File: config.mk
export PLATFORM = sky130hd
export DESIGN_NAME = psr_port_spi_radio
export DESIGN_NICKNAME = d
export VERILOG_FILES = /design/src/shared/psr_pkg.sv /design/src/logic/psr_port_spi_radio.sv
export SDC_FILE = /design/constraint.sdc
export NUM_CORES = 1
export LEC_CHECK = 0
export BUFFER_PORTS_ARGS = -buffer_cell sky130_fd_sc_hd__buf_2
export CAP_MARGIN = 20
export CORE_ASPECT_RATIO = 1.5
export CORE_MARGIN = 2
export CORE_UTILIZATION = 36
export CTS_BUF_LIST = sky130_fd_sc_hd__clkbuf_4 sky130_fd_sc_hd__clkbuf_8 sky130_fd_sc_hd__clkbuf_16
export CTS_CLUSTER_DIAMETER = 30
export CTS_CLUSTER_SIZE = 40
export DETAILED_ROUTE_END_ITERATION = 8
export GPL_ROUTABILITY_DRIVEN = 0
export GPL_TIMING_DRIVEN = 1
export SYNTH_ARGS = -nofsm -noshare
export SYNTH_HDL_FRONTEND = slang
export SYNTH_SLANG_ARGS = --single-unit
File: constraint.sdc
create_clock -name CLK_I -period 2.4 [get_ports CLK_I]
set_input_delay 0.12 -clock CLK_I [delete_from_list [all_inputs] [get_ports CLK_I]]
set_output_delay 0.12 -clock CLK_I [all_outputs]
set_load 0.01 [all_outputs]
File: src/shared/psr_pkg.sv
// Shared constants and types for the port, serial master and RF control block
package psr_pkg;

    // Special-function-register addresses
    localparam logic [7:0] ADDR_PORT0_DATA   = 8'h80;  // Port 0 data
    localparam logic [7:0] ADDR_PORT0_DIR    = 8'h94;  // Port 0 direction
    localparam logic [7:0] ADDR_PORT0_FSEL   = 8'h95;  // Port 0 function select
    localparam logic [7:0] ADDR_PORT1_DATA   = 8'h90;  // Port 1 data
    localparam logic [7:0] ADDR_PORT1_DIR    = 8'h96;  // Port 1 direction
    localparam logic [7:0] ADDR_PORT1_FSEL   = 8'h97;  // Port 1 function select
    localparam logic [7:0] ADDR_RF_CTRL      = 8'ha0;  // Transmitter control port
    localparam logic [7:0] ADDR_SER_ROUTE    = 8'hb3;  // Serial routing select
    localparam logic [7:0] ADDR_SER_DATA     = 8'hb2;  // Serial shift data
    localparam logic [7:0] ADDR_SER_DIV      = 8'hb4;  // Serial clock divider
    localparam logic [7:0] ADDR_EXT_IRQ_FLAG = 8'h91;  // Extended interrupt flags

    // Reset values
    localparam logic [7:0] RST_DIR      = 8'hff;  // Direction 1 = input
    localparam logic [7:0] RST_FSEL     = 8'h00;  // No alternate function
    localparam logic [7:0] RST_DATA     = 8'h00;  // Output latch
    localparam logic [7:0] RST_RF_CTRL  = 8'h80;  // Power-up high, others low
    localparam logic [1:0] RST_ROUTE    = 2'h0;   // Serial master unrouted
    localparam logic [7:0] RST_SER_DIV  = 8'h00;  // Fastest serial clock

    // Field positions
    localparam int EXTENDED_INTERRUPT_FLAGS_SER_DONE_BIT = 5;  // Serial-done flag in extended flags
    localparam int RF_CFG_SEL_BIT    = 3;  // Transmitter config select
    localparam int RF_CLK_BIT        = 4;  // Transmitter serial clock line
    localparam int RF_DATA_BIT       = 5;  // Transmitter serial data line
    localparam int RF_TX_EN_BIT      = 6;  // Transmitter TX enable
    localparam int RF_RF_POWER_UP_BIT     = 7;  // Transmitter power-up
    localparam int P0_UART_RX_BIT    = 1;  // Port 0 UART receive pin
    localparam int P1_IMPL_BITS      = 3;  // Implemented port 1 bits

    // Port 0 bits whose alternate function is an output
    localparam logic [7:0] PORT0_FUNCTION_SELECT_OUT_MASK = 8'h84;

    // Routing select codes
    localparam logic [1:0] ROUTE_PORT1 = 2'h1;  // Serial master on port 1

    // Serial timing
    localparam int SER_BITS        = 8;  // Bits per transfer
    localparam int SER_DONE_CYCLES = 7;  // Clocks from last pulse to flag

    // Serial master states, one-hot
    typedef enum logic [4:0] {
        SER_IDLE = 5'b00001,
        SER_LEAD = 5'b00010,
        SER_HIGH = 5'b00100,
        SER_LOW  = 5'b01000,
        SER_TAIL = 5'b10000
    } psr_ser_state_t;

    // Drive bundle for an eight-bit port
    typedef struct packed {
        logic [7:0] dout;  // Output level
        logic [7:0] oe;    // Output enable, high drives
    } psr_pin_drive_t;

endpackage : psr_pkg

File: src/logic/psr_port_spi_radio.sv
// Operation
// RULE1: Internal reset forces all port pins input
// RULE2: Pins stay inputs until software reprograms
// RULE3: Port 0 function select beats direction
// RULE4: Alternate function sets direction, except UART receive
// RULE5: Software enables external interrupts via function select
// RULE6: No alternate function means direction-bit GPIO
// RULE7: Port 0 bit 0 always GPIO
// RULE8: Port 0 uses data, direction, select registers
// RULE9: Routing 01 puts serial master on port 1
// RULE10: Otherwise function bit 0 selects timer input
// RULE11: Port 1 bit 2 input only
// RULE12: Port 1 registers keep three low bits
// RULE13: Data write sends eight MSB-first clock pulses
// RULE14: Done flag raised, received byte readable
// RULE15: Software clears done flag before next write
// RULE16: Divider sets period, half-period lead
// RULE17: Done flag seven clocks after last pulse
// RULE18: Routing upper bit links master to transmitter
// RULE19: Reset forces transmitter control to 0x80
// RULE20: Control port and routing at own addresses
// RULE21: Software frames burst data with TX enable
// RULE22: Falling TX enable launches transmitter burst
// RULE23: Serial master drives no chip select
// RULE24: Software never raises config and TX together
// RULE25: Done flag and request hold until cleared
`timescale 1ns/1ps
module psr_port_spi_radio
    import psr_pkg::*;
(
    // Clock and reset
    input  wire logic        CLK_I,
    input  wire logic        ARST_N_I,
    // Special-function-register bus
    input  wire logic [7:0]  SFR_ADDR_I,
    input  wire logic        SFR_WR_I,
    input  wire logic [7:0]  SFR_WDATA_I,
    output logic      [7:0]  SFR_RDATA_O,
    // Port 0 pins
    input  wire logic [7:0]  P0_PIN_I,
    output logic      [7:0]  P0_PIN_O,
    output logic      [7:0]  P0_PIN_OE_O,
    // Port 1 pins
    input  wire logic [2:0]  P1_PIN_I,
    output logic      [2:0]  P1_PIN_O,
    output logic      [2:0]  P1_PIN_OE_O,
    // Alternate functions of port 0 and timer input
    input  wire logic [7:0]  ALT_OUT_I,
    output logic      [7:0]  ALT_IN_O,
    output logic      [7:0]  ALT_EN_O,
    output logic             T2_IN_O,
    // Transmitter control lines
    input  wire logic        RF_DOUT_I,
    output logic      [7:0]  RF_CTRL_O,
    // Serial-done interrupt request
    output logic             SER_IRQ_O
);

    // Register file
    logic [7:0] port0_pin_data_reg;          // Port 0 output latch
    logic [7:0] port0_direction_reg;         // Port 0 direction, 1 = input
    logic [7:0] port0_function_select_reg;   // Port 0 alternate select
    logic [2:0] port1_pin_data_reg;          // Port 1 output latch
    logic [2:0] port1_direction_reg;         // Port 1 direction
    logic [2:0] port1_function_select_reg;   // Port 1 select, no effect
    logic [7:0] rf_control_port_reg;         // Transmitter control latch
    logic [1:0] serial_routing_select_reg;   // Serial routing
    logic [7:0] serial_clock_divider_reg;    // Half period minus one
    logic       ser_done_reg;                // Serial-done flag

    // Serial master state
    psr_ser_state_t ser_state_reg;           // Sequencer state
    logic [7:0]     ser_shift_reg;           // Shift register and data
    logic           ser_sck_reg;             // Serial clock
    logic           ser_sdo_reg;             // Serial data out
    logic [7:0]     ser_half_cnt_reg;        // Half-period countdown
    logic [3:0]     ser_bit_cnt_reg;         // Rising edges so far
    logic [2:0]     ser_tail_cnt_reg;        // Clocks after last pulse

    // Pin synchronisers
    logic [7:0] p0_meta_reg;                 // First stage port 0
    logic [7:0] p0_sync_reg;                 // Second stage port 0
    logic [2:0] p1_meta_reg;                 // First stage port 1
    logic [2:0] p1_sync_reg;                 // Second stage port 1

    // Decoded strobes and derived signals
    logic           wr_p0_data;              // Write to port 0 data
    logic           wr_ser_data;             // Write to serial data
    logic           ser_go;                  // Accepted transfer start
    logic           ser_done_clear;          // Software clears done flag
    logic           half_tick;               // Half-period enable pulse
    logic           route_p1;                // Master on port 1
    logic           route_rf;                // Master on transmitter
    logic           ser_sdi;                 // Selected serial input
    logic [7:0]     port0_function_select_eff;              // Effective port 0 selects
    psr_pin_drive_t p0_drive;                // Port 0 drive bundle

    // Address match helper
    function automatic logic hit(input logic [7:0] addr, input logic [7:0] reg_addr);
        hit = SFR_WR_I && (addr == reg_addr);
    endfunction : hit

    // Write strobes
    assign wr_p0_data     = hit(SFR_ADDR_I, ADDR_PORT0_DATA);
    assign wr_ser_data    = hit(SFR_ADDR_I, ADDR_SER_DATA);
    assign ser_go         = wr_ser_data && (ser_state_reg == SER_IDLE);
    assign ser_done_clear = hit(SFR_ADDR_I, ADDR_EXT_IRQ_FLAG) && !SFR_WDATA_I[EXTENDED_INTERRUPT_FLAGS_SER_DONE_BIT];
    assign route_p1       = (serial_routing_select_reg == ROUTE_PORT1);
    assign route_rf       = serial_routing_select_reg[1];
    assign half_tick      = (ser_half_cnt_reg == 8'h00);

    // Two-flop synchronisers on all pin inputs
    always_ff @(posedge CLK_I or negedge ARST_N_I) begin
        if (!ARST_N_I) begin
            p0_meta_reg <= 8'h00;
            p0_sync_reg <= 8'h00;
            p1_meta_reg <= 3'h0;
            p1_sync_reg <= 3'h0;
        end else begin
            p0_meta_reg <= P0_PIN_I;
            p0_sync_reg <= p0_meta_reg;
            p1_meta_reg <= P1_PIN_I;
            p1_sync_reg <= p1_meta_reg;
        end
    end

    // Port 0 registers
    always_ff @(posedge CLK_I or negedge ARST_N_I) begin
        if (!ARST_N_I) begin
            // Every pin comes out of reset as an input
            port0_pin_data_reg        <= RST_DATA;
            port0_direction_reg       <= RST_DIR;   // RULE1
            port0_function_select_reg <= RST_FSEL;  // RULE2
        end else begin
            // Data, direction and select at their own addresses
            if (wr_p0_data) begin
                port0_pin_data_reg <= SFR_WDATA_I;  // RULE8
            end
            if (hit(SFR_ADDR_I, ADDR_PORT0_DIR)) begin
                port0_direction_reg <= SFR_WDATA_I;
            end
            if (hit(SFR_ADDR_I, ADDR_PORT0_FSEL)) begin
                port0_function_select_reg <= SFR_WDATA_I;
            end
        end
    end

    // Port 1 registers, only the low three bits exist
    always_ff @(posedge CLK_I or negedge ARST_N_I) begin
        if (!ARST_N_I) begin
            port1_pin_data_reg        <= RST_DATA[2:0];
            port1_direction_reg       <= RST_DIR[2:0];   // RULE1
            port1_function_select_reg <= RST_FSEL[2:0];
        end else begin
            if (hit(SFR_ADDR_I, ADDR_PORT1_DATA)) begin
                port1_pin_data_reg <= SFR_WDATA_I[2:0];  // RULE12
            end
            if (hit(SFR_ADDR_I, ADDR_PORT1_DIR)) begin
                port1_direction_reg <= SFR_WDATA_I[2:0];
            end
            if (hit(SFR_ADDR_I, ADDR_PORT1_FSEL)) begin
                port1_function_select_reg <= SFR_WDATA_I[2:0];
            end
        end
    end

    // Transmitter control, routing and divider registers
    always_ff @(posedge CLK_I or negedge ARST_N_I) begin
        if (!ARST_N_I) begin
            rf_control_port_reg       <= RST_RF_CTRL;  // RULE19
            serial_routing_select_reg <= RST_ROUTE;
            serial_clock_divider_reg  <= RST_SER_DIV;
        end else begin
            if (hit(SFR_ADDR_I, ADDR_RF_CTRL)) begin
                rf_control_port_reg <= SFR_WDATA_I;  // RULE20
            end
            if (hit(SFR_ADDR_I, ADDR_SER_ROUTE)) begin
                serial_routing_select_reg <= SFR_WDATA_I[1:0];
            end
            if (hit(SFR_ADDR_I, ADDR_SER_DIV)) begin
                serial_clock_divider_reg <= SFR_WDATA_I;
            end
        end
    end

    // Port 0 pin function: select first, direction second
    always_comb begin
        port0_function_select_eff = port0_function_select_reg;
        port0_function_select_eff[0] = 1'b0;  // RULE7
        for (int n = 0; n < 8; n++) begin
            if (port0_function_select_eff[n]) begin
                // Alternate function owns the pin
                p0_drive.dout[n] = ALT_OUT_I[n];                            // RULE3
                if (n == P0_UART_RX_BIT) begin
                    p0_drive.oe[n] = !port0_direction_reg[n];               // RULE4
                end else begin
                    p0_drive.oe[n] = PORT0_FUNCTION_SELECT_OUT_MASK[n];
                end
            end else begin
                // Plain GPIO under its direction bit
                p0_drive.dout[n] = port0_pin_data_reg[n];
                p0_drive.oe[n]   = !port0_direction_reg[n];                 // RULE6
            end
        end
    end

    // Port 0 outputs and alternate inputs; interrupts only when selected
    assign P0_PIN_O    = p0_drive.dout;
    assign P0_PIN_OE_O = p0_drive.oe;
    assign ALT_IN_O    = p0_sync_reg;
    assign ALT_EN_O    = port0_function_select_eff;  // RULE5

    // Port 1 pin function
    always_comb begin
        if (route_p1) begin
            // Serial master: clock and data out, bit 2 is serial in
            P1_PIN_O    = {1'b0, ser_sdo_reg, ser_sck_reg};  // RULE9
            P1_PIN_OE_O = 3'h3;
        end else begin
            // GPIO, bit 0 may be the timer input
            P1_PIN_O       = {1'b0, port1_pin_data_reg[1:0]};
            P1_PIN_OE_O[0] = !port1_direction_reg[0] && !port0_function_select_reg[0];  // RULE10
            P1_PIN_OE_O[1] = !port1_direction_reg[1];
            P1_PIN_OE_O[2] = 1'b0;  // RULE11
        end
    end

    // Timer input follows port 1 bit 0 when selected
    assign T2_IN_O = !route_p1 && port0_function_select_reg[0] && p1_sync_reg[0];

    // Serial input source follows the routing
    always_comb begin
        if (route_rf) begin
            ser_sdi = RF_DOUT_I;
        end else if (route_p1) begin
            ser_sdi = p1_sync_reg[2];
        end else begin
            ser_sdi = 1'b0;
        end
    end

    // Transmitter lines, clock and data taken over by the master in 1x
    always_comb begin
        RF_CTRL_O = rf_control_port_reg;  // RULE22
        if (route_rf) begin
            RF_CTRL_O[RF_CLK_BIT]  = ser_sck_reg;  // RULE18
            RF_CTRL_O[RF_DATA_BIT] = ser_sdo_reg;
        end
    end

    // Serial sequencer; no chip select is produced here
    always_ff @(posedge CLK_I or negedge ARST_N_I) begin
        if (!ARST_N_I) begin
            ser_state_reg    <= SER_IDLE;  // RULE23
            ser_shift_reg    <= 8'h00;
            ser_sck_reg      <= 1'b0;
            ser_sdo_reg      <= 1'b0;
            ser_half_cnt_reg <= 8'h00;
            ser_bit_cnt_reg  <= 4'h0;
            ser_tail_cnt_reg <= 3'h0;
        end else begin
            // Divider reloads every half period
            if (ser_state_reg == SER_IDLE || half_tick) begin
                ser_half_cnt_reg <= serial_clock_divider_reg;  // RULE16
            end else begin
                ser_half_cnt_reg <= ser_half_cnt_reg - 8'h01;
            end
            case (ser_state_reg)
                SER_IDLE: begin
                    // Writes while busy are ignored
                    if (ser_go) begin
                        ser_shift_reg   <= SFR_WDATA_I;
                        ser_sdo_reg     <= SFR_WDATA_I[7];  // RULE13
                        ser_bit_cnt_reg <= 4'h0;
                        ser_state_reg   <= SER_LEAD;
                    end
                end
                SER_LEAD, SER_LOW: begin
                    // Rising edge samples serial input
                    if (half_tick) begin
                        ser_sck_reg     <= 1'b1;
                        ser_shift_reg   <= {ser_shift_reg[6:0], ser_sdi};
                        ser_bit_cnt_reg <= ser_bit_cnt_reg + 4'h1;
                        ser_state_reg   <= SER_HIGH;
                    end
                end
                SER_HIGH: begin
                    // Falling edge presents next bit
                    if (half_tick) begin
                        ser_sck_reg <= 1'b0;
                        ser_sdo_reg <= ser_shift_reg[7];
                        if (ser_bit_cnt_reg == 4'(SER_BITS)) begin
                            ser_tail_cnt_reg <= 3'h0;
                            ser_state_reg    <= SER_TAIL;
                        end else begin
                            ser_state_reg <= SER_LOW;
                        end
                    end
                end
                SER_TAIL: begin
                    // Wait out the delay before flagging done
                    if (ser_tail_cnt_reg == 3'(SER_DONE_CYCLES - 1)) begin
                        ser_state_reg <= SER_IDLE;  // RULE17
                    end else begin
                        ser_tail_cnt_reg <= ser_tail_cnt_reg + 3'h1;
                    end
                end
                default: begin
                    ser_state_reg <= SER_IDLE;
                end
            endcase
        end
    end

    // Serial-done flag, setting wins over a simultaneous clear
    always_ff @(posedge CLK_I or negedge ARST_N_I) begin
        if (!ARST_N_I) begin
            ser_done_reg <= 1'b0;
        end else if (ser_state_reg == SER_TAIL && ser_tail_cnt_reg == 3'(SER_DONE_CYCLES - 1)) begin
            ser_done_reg <= 1'b1;  // RULE14
        end else if (ser_done_clear) begin
            ser_done_reg <= 1'b0;  // RULE25
        end
    end

    // Interrupt request holds while the flag is set
    assign SER_IRQ_O = ser_done_reg;

    // Read mux; driven pins read the level they drive, others the pin
    always_comb begin
        case (SFR_ADDR_I)
            ADDR_PORT0_DATA:   SFR_RDATA_O = (p0_drive.oe & p0_drive.dout) | (~p0_drive.oe & p0_sync_reg);
            ADDR_PORT0_DIR:    SFR_RDATA_O = port0_direction_reg;
            ADDR_PORT0_FSEL:   SFR_RDATA_O = port0_function_select_reg;
            ADDR_PORT1_DATA:   SFR_RDATA_O = {5'h00, (P1_PIN_OE_O & P1_PIN_O) | (~P1_PIN_OE_O & p1_sync_reg)};
            ADDR_PORT1_DIR:    SFR_RDATA_O = {5'h00, port1_direction_reg};
            ADDR_PORT1_FSEL:   SFR_RDATA_O = {5'h00, port1_function_select_reg};
            ADDR_RF_CTRL:      SFR_RDATA_O = rf_control_port_reg;
            ADDR_SER_ROUTE:    SFR_RDATA_O = {6'h00, serial_routing_select_reg};
            ADDR_SER_DATA:     SFR_RDATA_O = ser_shift_reg;
            ADDR_SER_DIV:      SFR_RDATA_O = serial_clock_divider_reg;
            ADDR_EXT_IRQ_FLAG: SFR_RDATA_O = {2'h0, ser_done_reg, 5'h00};
            default:           SFR_RDATA_O = 8'h00;
        endcase
    end

    // Checks on pin direction
    property p_reset_inputs;
        @(posedge CLK_I) $rose(ARST_N_I) |-> (P0_PIN_OE_O == 8'h00) && (P1_PIN_OE_O == 3'h0);
    endproperty
    a_reset_inputs: assert property (p_reset_inputs) else $error("Pins not inputs after reset");  // RULE1

    property p_bit0_gpio;
        @(posedge CLK_I) disable iff (!ARST_N_I) P0_PIN_OE_O[0] == !port0_direction_reg[0];
    endproperty
    a_bit0_gpio: assert property (p_bit0_gpio) else $error("Port 0 bit 0 left GPIO");  // RULE7

    property p_gpio_dir;
        @(posedge CLK_I) disable iff (!ARST_N_I)
            ((~port0_function_select_eff & P0_PIN_OE_O) == (~port0_function_select_eff & ~port0_direction_reg));
    endproperty
    a_gpio_dir: assert property (p_gpio_dir) else $error("GPIO direction mismatch");  // RULE6

    property p_alt_dir;
        @(posedge CLK_I) disable iff (!ARST_N_I)
            port0_function_select_eff[7] |-> P0_PIN_OE_O[7] && (P0_PIN_OE_O[3] == (!port0_function_select_eff[3] && !port0_direction_reg[3]));
    endproperty
    a_alt_dir: assert property (p_alt_dir) else $error("Alternate direction wrong");  // RULE4

    property p_p1_input;
        @(posedge CLK_I) disable iff (!ARST_N_I) !P1_PIN_OE_O[2];
    endproperty
    a_p1_input: assert property (p_p1_input) else $error("Port 1 bit 2 driven");  // RULE11

    // Checks on serial master and transmitter lines
    property p_eight_pulses;
        @(posedge CLK_I) disable iff (!ARST_N_I)
            $rose(ser_state_reg == SER_TAIL) |-> (ser_bit_cnt_reg == 4'h8) && !ser_sck_reg;
    endproperty
    a_eight_pulses: assert property (p_eight_pulses) else $error("Not eight clock pulses");  // RULE13

    property p_lead_half;
        @(posedge CLK_I) disable iff (!ARST_N_I)
            ser_go && (serial_clock_divider_reg == 8'h01) |=> !ser_sck_reg ##1 !ser_sck_reg ##1 ser_sck_reg;
    endproperty
    a_lead_half: assert property (p_lead_half) else $error("Lead time not half period");  // RULE16

    property p_done_delay;
        @(posedge CLK_I) disable iff (!ARST_N_I)
            $rose(ser_state_reg == SER_TAIL) |-> !ser_done_reg [*7] ##1 ser_done_reg;
    endproperty
    a_done_delay: assert property (p_done_delay) else $error("Done flag not seven clocks late");  // RULE17

    property p_done_hold;
        @(posedge CLK_I) disable iff (!ARST_N_I) ser_done_reg && !ser_done_clear |=> ser_done_reg && SER_IRQ_O;
    endproperty
    a_done_hold: assert property (p_done_hold) else $error("Done flag dropped");  // RULE25

    property p_rf_reset;
        @(posedge CLK_I) $rose(ARST_N_I) |-> RF_CTRL_O[RF_RF_POWER_UP_BIT] && !RF_CTRL_O[RF_TX_EN_BIT]
            && !RF_CTRL_O[RF_CFG_SEL_BIT];
    endproperty
    a_rf_reset: assert property (p_rf_reset) else $error("Transmitter defaults wrong");  // RULE19

    property p_rf_direct;
        @(posedge CLK_I) disable iff (!ARST_N_I) !route_rf |-> RF_CTRL_O == rf_control_port_reg;
    endproperty
    a_rf_direct: assert property (p_rf_direct) else $error("Transmitter lines overridden");  // RULE18

endmodule : psr_port_spi_radio

* Word-level counts from Yosys, hierarchy flattened
Index checks and enable logic that the tools add are counted.
** Word-level totals
- Register bits after elaboration :: 103
- Input bits :: 39
- Output and inout bits :: 56
- Logic and storage cells :: 144
** Cells by class
- Add/subtract/negate cells :: 3
- Equality and inequality tests :: 25
- Multiplexer cells :: 44
- Bitwise gates (word level) :: 8
- Reductions and logical operators :: 43
** Operators by type and width (number)
- 8-bit == test (second input constant) :: 11
- 8-bit case mux with 11 select lines :: 1
- 5-bit two-way mux :: 5
- 8-bit two-way mux :: 3
- 1-bit two-way mux :: 21
- 5-bit case mux with 4 select lines :: 1
- 1-bit logical AND :: 17
- 8-bit AND :: 2
- 8-bit case mux with 2 select lines :: 1
- 1-bit zero test :: 13
- 2-bit != test (second input constant) :: 6
- 2-bit nonzero test :: 5
- 3-bit two-way mux :: 3
- 3-bit AND reduction :: 3
- 8-bit zero test :: 1
- 4-bit two-way mux :: 2
- 8-bit NOT :: 1
- 8-bit OR :: 1
- 4-bit case mux with 2 select lines :: 1
- 4-bit AND reduction :: 2
- 8-bit by 1-bit subtractor with 8-bit output (second input constant) :: 1
- 3-bit AND :: 2
- 2-bit two-way mux :: 3
- 3-bit case mux with 2 select lines :: 1
- 15 further kinds :: 16

* Logic depth before layout (Yosys ltp)
- Depth after elaboration :: 7
- Mapped depth :: 8
- Gate-level depth less buffers :: 7

* Worst setup path after synthesis
No wires, ideal clock.
- Path kind :: reg-to-reg
- From :: register ser_state_reg[3]
- To :: register ser_shift_reg[0]
- Setup time :: 125 ps
- Arrival :: 1902 ps
- Slack :: 373 ps
- Stages on the path, launching flop included :: 7
- Path buffers :: 1
- Clock period less this slack :: 2027 ps
- Path through :: dfrtp_1 -> nor3_1 -> nand3b_1 -> or2_2 -> buf_2 -> nand2_2 -> mux2_2
** Between the ends
- Word-level cells in the longest chain between the ends :: 4
- Elaborated cells on any way between the ends :: 10
- Those cells by class :: 5 x eq/ne; 1 x mux; 4 x reduce/logical
** Ends and longest elaborated chain
- from (decl) :: RTL line psr_port_spi_radio.sv:72 : psr_ser_state_t ser_state_reg;
- from (signal assigned) :: RTL line psr_port_spi_radio.sv:254 : ser_state_reg <= SER_IDLE;
- from (signal assigned) :: RTL line psr_port_spi_radio.sv:275 : ser_state_reg <= SER_LEAD;
- from (signal assigned) :: RTL line psr_port_spi_radio.sv:284 : ser_state_reg <= SER_HIGH;
- 5-bit by 2-bit == test with 1-bit output (tied with other cells) :: RTL line psr_port_spi_radio.sv:268 : case (ser_state_reg)
- 2-bit OR reduction or 1-bit logical AND (tied branches) :: RTL line psr_port_spi_radio.sv:268, psr_port_spi_radio.sv:106
- 2-bit != test (no line) or 2-bit nonzero test (tied branches)
- 3-bit AND reduction (no line)
- to (signal assigned) :: RTL line psr_port_spi_radio.sv:282 : ser_shift_reg <= {ser_shift_reg[6:0], ser_sdi};
- to (decl) :: RTL line psr_port_spi_radio.sv:73 : logic [7:0] ser_shift_reg;
Parallel ways exist; a longest one is shown, timed or not.
A chain may end at the register's enable or synchronous reset.

* Final worst setup path
- From :: register port1_direction_reg[1]
- To :: output port SFR_RDATA_O[1]
** Between the ends
- Word-level cells in the longest chain between the ends :: 6
- Elaborated cells on any way between the ends :: 7
- Those cells by class :: 2 x mux; 4 x bitwise; 1 x reduce/logical
** Ends and longest elaborated chain
- from (decl) :: RTL line psr_port_spi_radio.sv:64 : logic [2:0] port1_direction_reg;
- from (signal assigned) :: RTL line psr_port_spi_radio.sv:152 : port1_direction_reg <= RST_DIR[2:0];
- from (signal assigned) :: RTL line psr_port_spi_radio.sv:159 : port1_direction_reg <= SFR_WDATA_I[2:0];
- 1-bit zero test :: RTL line psr_port_spi_radio.sv:223 : P1_PIN_OE_O[1] = !port1_direction_reg[1];
- 2-bit two-way mux :: RTL line psr_port_spi_radio.sv:215 : if (route_p1) begin
- 3-bit NOT :: RTL line psr_port_spi_radio.sv:335 : ADDR_PORT1_DATA: SFR_RDATA_O = {5'h00, (P1_PIN_OE_O & P1_PIN_O) | (~P1_PIN_OE_O & p1_sync_reg)};
- 3-bit AND :: RTL line psr_port_spi_radio.sv:335
- 3-bit OR :: RTL line psr_port_spi_radio.sv:335
- 8-bit case mux with 11 select lines (*) :: RTL line psr_port_spi_radio.sv:331 : case (SFR_ADDR_I)
- to (decl) :: RTL line psr_port_spi_radio.sv:38 : output logic [7:0] SFR_RDATA_O,
Mark *: on every way between the ends. The rest lies on a longest branch, timed or not.

==> impl_metrics.toml <==
[run_status]
status = "complete, no violations"

[power]
p_int_w = 0.00325
p_sw_w = 0.00142
power.share.clock = 0.320
swShare = 0.304
power_frac_seq = 0.457
power.density_nw_per_um2 = 770
leakage_nw = 3.02
p_comb_frac = 0.224
vdd_drop_max_v = 0.000483

[grt]
grt_max_degree = 52
grt_usage = 0.178
grt_antenna_before_repair = 0
grt_overflow_total = 0
grt_pass1_vias = 3776
grt_pass1_wl_mm = 20.3

[clock_network]
cts-root-buf = "clkbuf_16"
cts.sinks = 103
clk_path_buf_depth = 2
clock_latency_ns = 0.35
cts-htree-levels = 3
path_clk_slew_ns = 0.07
cts_tree = "done"
post_cts_buffers = 0
cts_buffers = 9

[floorplan]
core-area_sq_um = 13600
die_w_microns = 100
die_area_sq_um = 14900
die_h_microns = 149
ioPinCount = 95
start_util = 0.370
row_count = 52

[sta]
slew_viol_final = 0
finClkSkew_ns = 0.00725
fmax_mhz = 461
slew_headroom = 0.556
min_period_ns = 2.17
finalWorstSetupSlack_ns = 0.229
min_period_over_period = 0.904
fin_setup_tns_ns = 0
worst-slew-pin-transition_ns = 0.666
rsz0062_at_grt = "no"
setup_viol = 0
hold_violations = 0

[setup_path]
required_ns = 2.28
path_class = "reg -> out"
cp.arrival_ns = 2.05
end_kind = "output port"
critPathMaxFanout = 4
worstSetupStartpointType = "register"

[place]
preCtsSetupSlack_ns = 0.175
dp_cells = 667
io_buffers = 90
dp_hpwl_mm = 9.56

[synthesis]
synth-async-reset-ratio = 1.00
syn_inst = 426
synth_edf_count = 0
syn-cell-area_sq_um = 5030
synth_area_per_cell_sq_um = 11.8
yosysSeqAreaShare = 0.516
ys_types = 58
synth-main-ff-cell = "dfrtp_1"
yosys_warnings = 0
synth_seq_cells = 103

[layout]
fillers = 1243
diodes = 0
final_cell_mix = "dfrtp_1, buf_2, mux2_2, nor2_1, nand2_1"
fin_nets = 573
syn2layout_area_growth_pct = 20.7
layout_commonest_cell = "dfrtp_1"
final-instance-count-excl-fill = 695
final_layout_size_suffix_gt1_frac = 0.417

[routing]
drt_iter0_drc = 259
wl_per_cell_microns = 18.5
via_count = 3675
viasPerCell = 5.29
post-route-drc-count = 0
wirelength_mm = 12.8
dr.pass1.iters = 5
ant_nets = 0

[flow_run]
maxCapViolCount = 0

[hold_path]
hp-class = "in -> reg"
final timing paths:
check / startpoint / depth (start not counted) / end / slack [ns]
min in group asynchronous: ARST_N_I / 2 / ALT_IN_O[0] / 0.34
max reg2reg: ser_half_cnt_reg[0] / 6 / ser_half_cnt_reg[0] / 0.41
min: SFR_WDATA_I[4] / 2 / port0_pin_data_reg[4] / 0.08
max: port1_direction_reg[1] / 5 / SFR_RDATA_O[1] / 0.23
max in group asynchronous: ARST_N_I / 3 / port1_direction_reg[0] / 1.35
min reg2reg: p1_meta_reg[2] / 0 / p1_sync_reg[2] / 0.35
synth_stat cells (3+ instances only):
| library cell | n | area share |
|---|---|---|
| dfrtp_1 | 90 | 0.45 |
| nand2_2 | 4 | 0.0050 |
| nor3_1 | 3 | 0.0030 |
| xor2_1 | 6 | 0.010 |
| xnor2_1 | 3 | 0.0052 |
| nor2b_1 | 3 | 0.0037 |
| ha_1 | 6 | 0.015 |
| nand3b_1 | 4 | 0.0060 |
| mux2i_1 | 13 | 0.026 |
| nor3b_1 | 3 | 0.0045 |
| or2_2 | 3 | 0.0037 |
| a222oi_1 | 9 | 0.018 |
| buf_4 | 17 | 0.025 |
| buf_2 | 4 | 0.0040 |
| mux2_2 | 72 | 0.16 |
| nand2b_1 | 4 | 0.0050 |
| nor2_1 | 35 | 0.026 |
| dfstp_2 | 13 | 0.068 |
| and2_1 | 3 | 0.0037 |
| nand2_1 | 27 | 0.020 |
| inv_1 | 8 | 0.0060 |
| nand3_1 | 10 | 0.010 |
| o21ai_0 | 11 | 0.011 |
| nand4_1 | 5 | 0.0062 |
| and3_1 | 3 | 0.0037 |
| a21oi_1 | 21 | 0.021 |
| a22oi_1 | 6 | 0.0090 |
| buf_1 | 4 | 0.0030 |
final cells by class:
class / instances / area (sq um) / area share
Sequential cell: 103 / 2590 / 0.428
Multi-Input combinational cell: 290 / 2240 / 0.370
Timing Repair Buffer: 116 / 691 / 0.114
Clock buffer: 10 / 239 / 0.0394
Tap cell: 162 / 203 / 0.0334
Clock inverter: 6 / 67.6 / 0.0111
Inverter: 8 / 30.0 / 0.00495
layer usage:
metal | vias up | global-route usage | wire, microns
met3 | 17 | 0.0338 | 433
li1 | 1737 | - | -
met5 | - | 0 | 0
met1 | 1843 | 0.212 | 5200
met2 | 78 | 0.313 | 6930
met4 | 0 | 0.0712 | 262
timing repair:
action	CTS	global route
hold endpoints to repair	53	0
setup endpoints to repair	0	1
hold buffers	12	0
gates resized for setup	0	1
cell families (layout without fill, tap and decap cells):
kind of cell | count (synthesis) | in the layout | synth area share
multiplexers | 86 | 86 | 0.189
AO/OA/AOI/OAI | 65 | 65 | 0.0876
AND/OR/NAND/NOR | 121 | 121 | 0.136
buffers and inverters | 35 | 140 | 0.0398
flip-flops | 103 | 103 | 0.516
XOR/XNOR | 9 | 9 | 0.0157
other | 1 | 3 | 0.000746
adder cells (fa/ha/maj) | 6 | 6 | 0.0149
per-stage QoR:
stage,total power (W),area [sq um],utilization,hold WS (ns)
5_1_grt,0.00495,6070,0.446,0.0892
2_1_floorplan,0.00282,5030,-,-0.176
4_1_cts,0.00472,6060,0.446,0.0696
3_3_place_gp,0.00314,5640,0.415,0.195
3_5_place_dp,0.00319,5640,0.415,0.191
6_report,0.00467,6070,0.446,0.0782
worst max-delay path, cell delays in order (launching register included):
cell and delay (ns):
dfstp_2 0.59, mux2i_1 0.28, a21oi_1 0.10, a221oi_1 0.41, nand3_1 0.15, buf_2 0.17
power by group through the flow:
| stage | sequential [W] | combinational [W] | clock (W) |
|---|---|---|---|
| after floorplan | 0.00210 | 0.000721 | 0 |
| after global placement | 0.00215 | 0.000990 | 0 |
| after detailed placement | 0.00216 | 0.00102 | 0 |
| after CTS | 0.00213 | 0.00105 | 0.00154 |
| after global routing | 0.00216 | 0.00117 | 0.00163 |
| final | 0.00213 | 0.00104 | 0.00149 |
No activity file was read; power rests on OpenSTA's default activity.
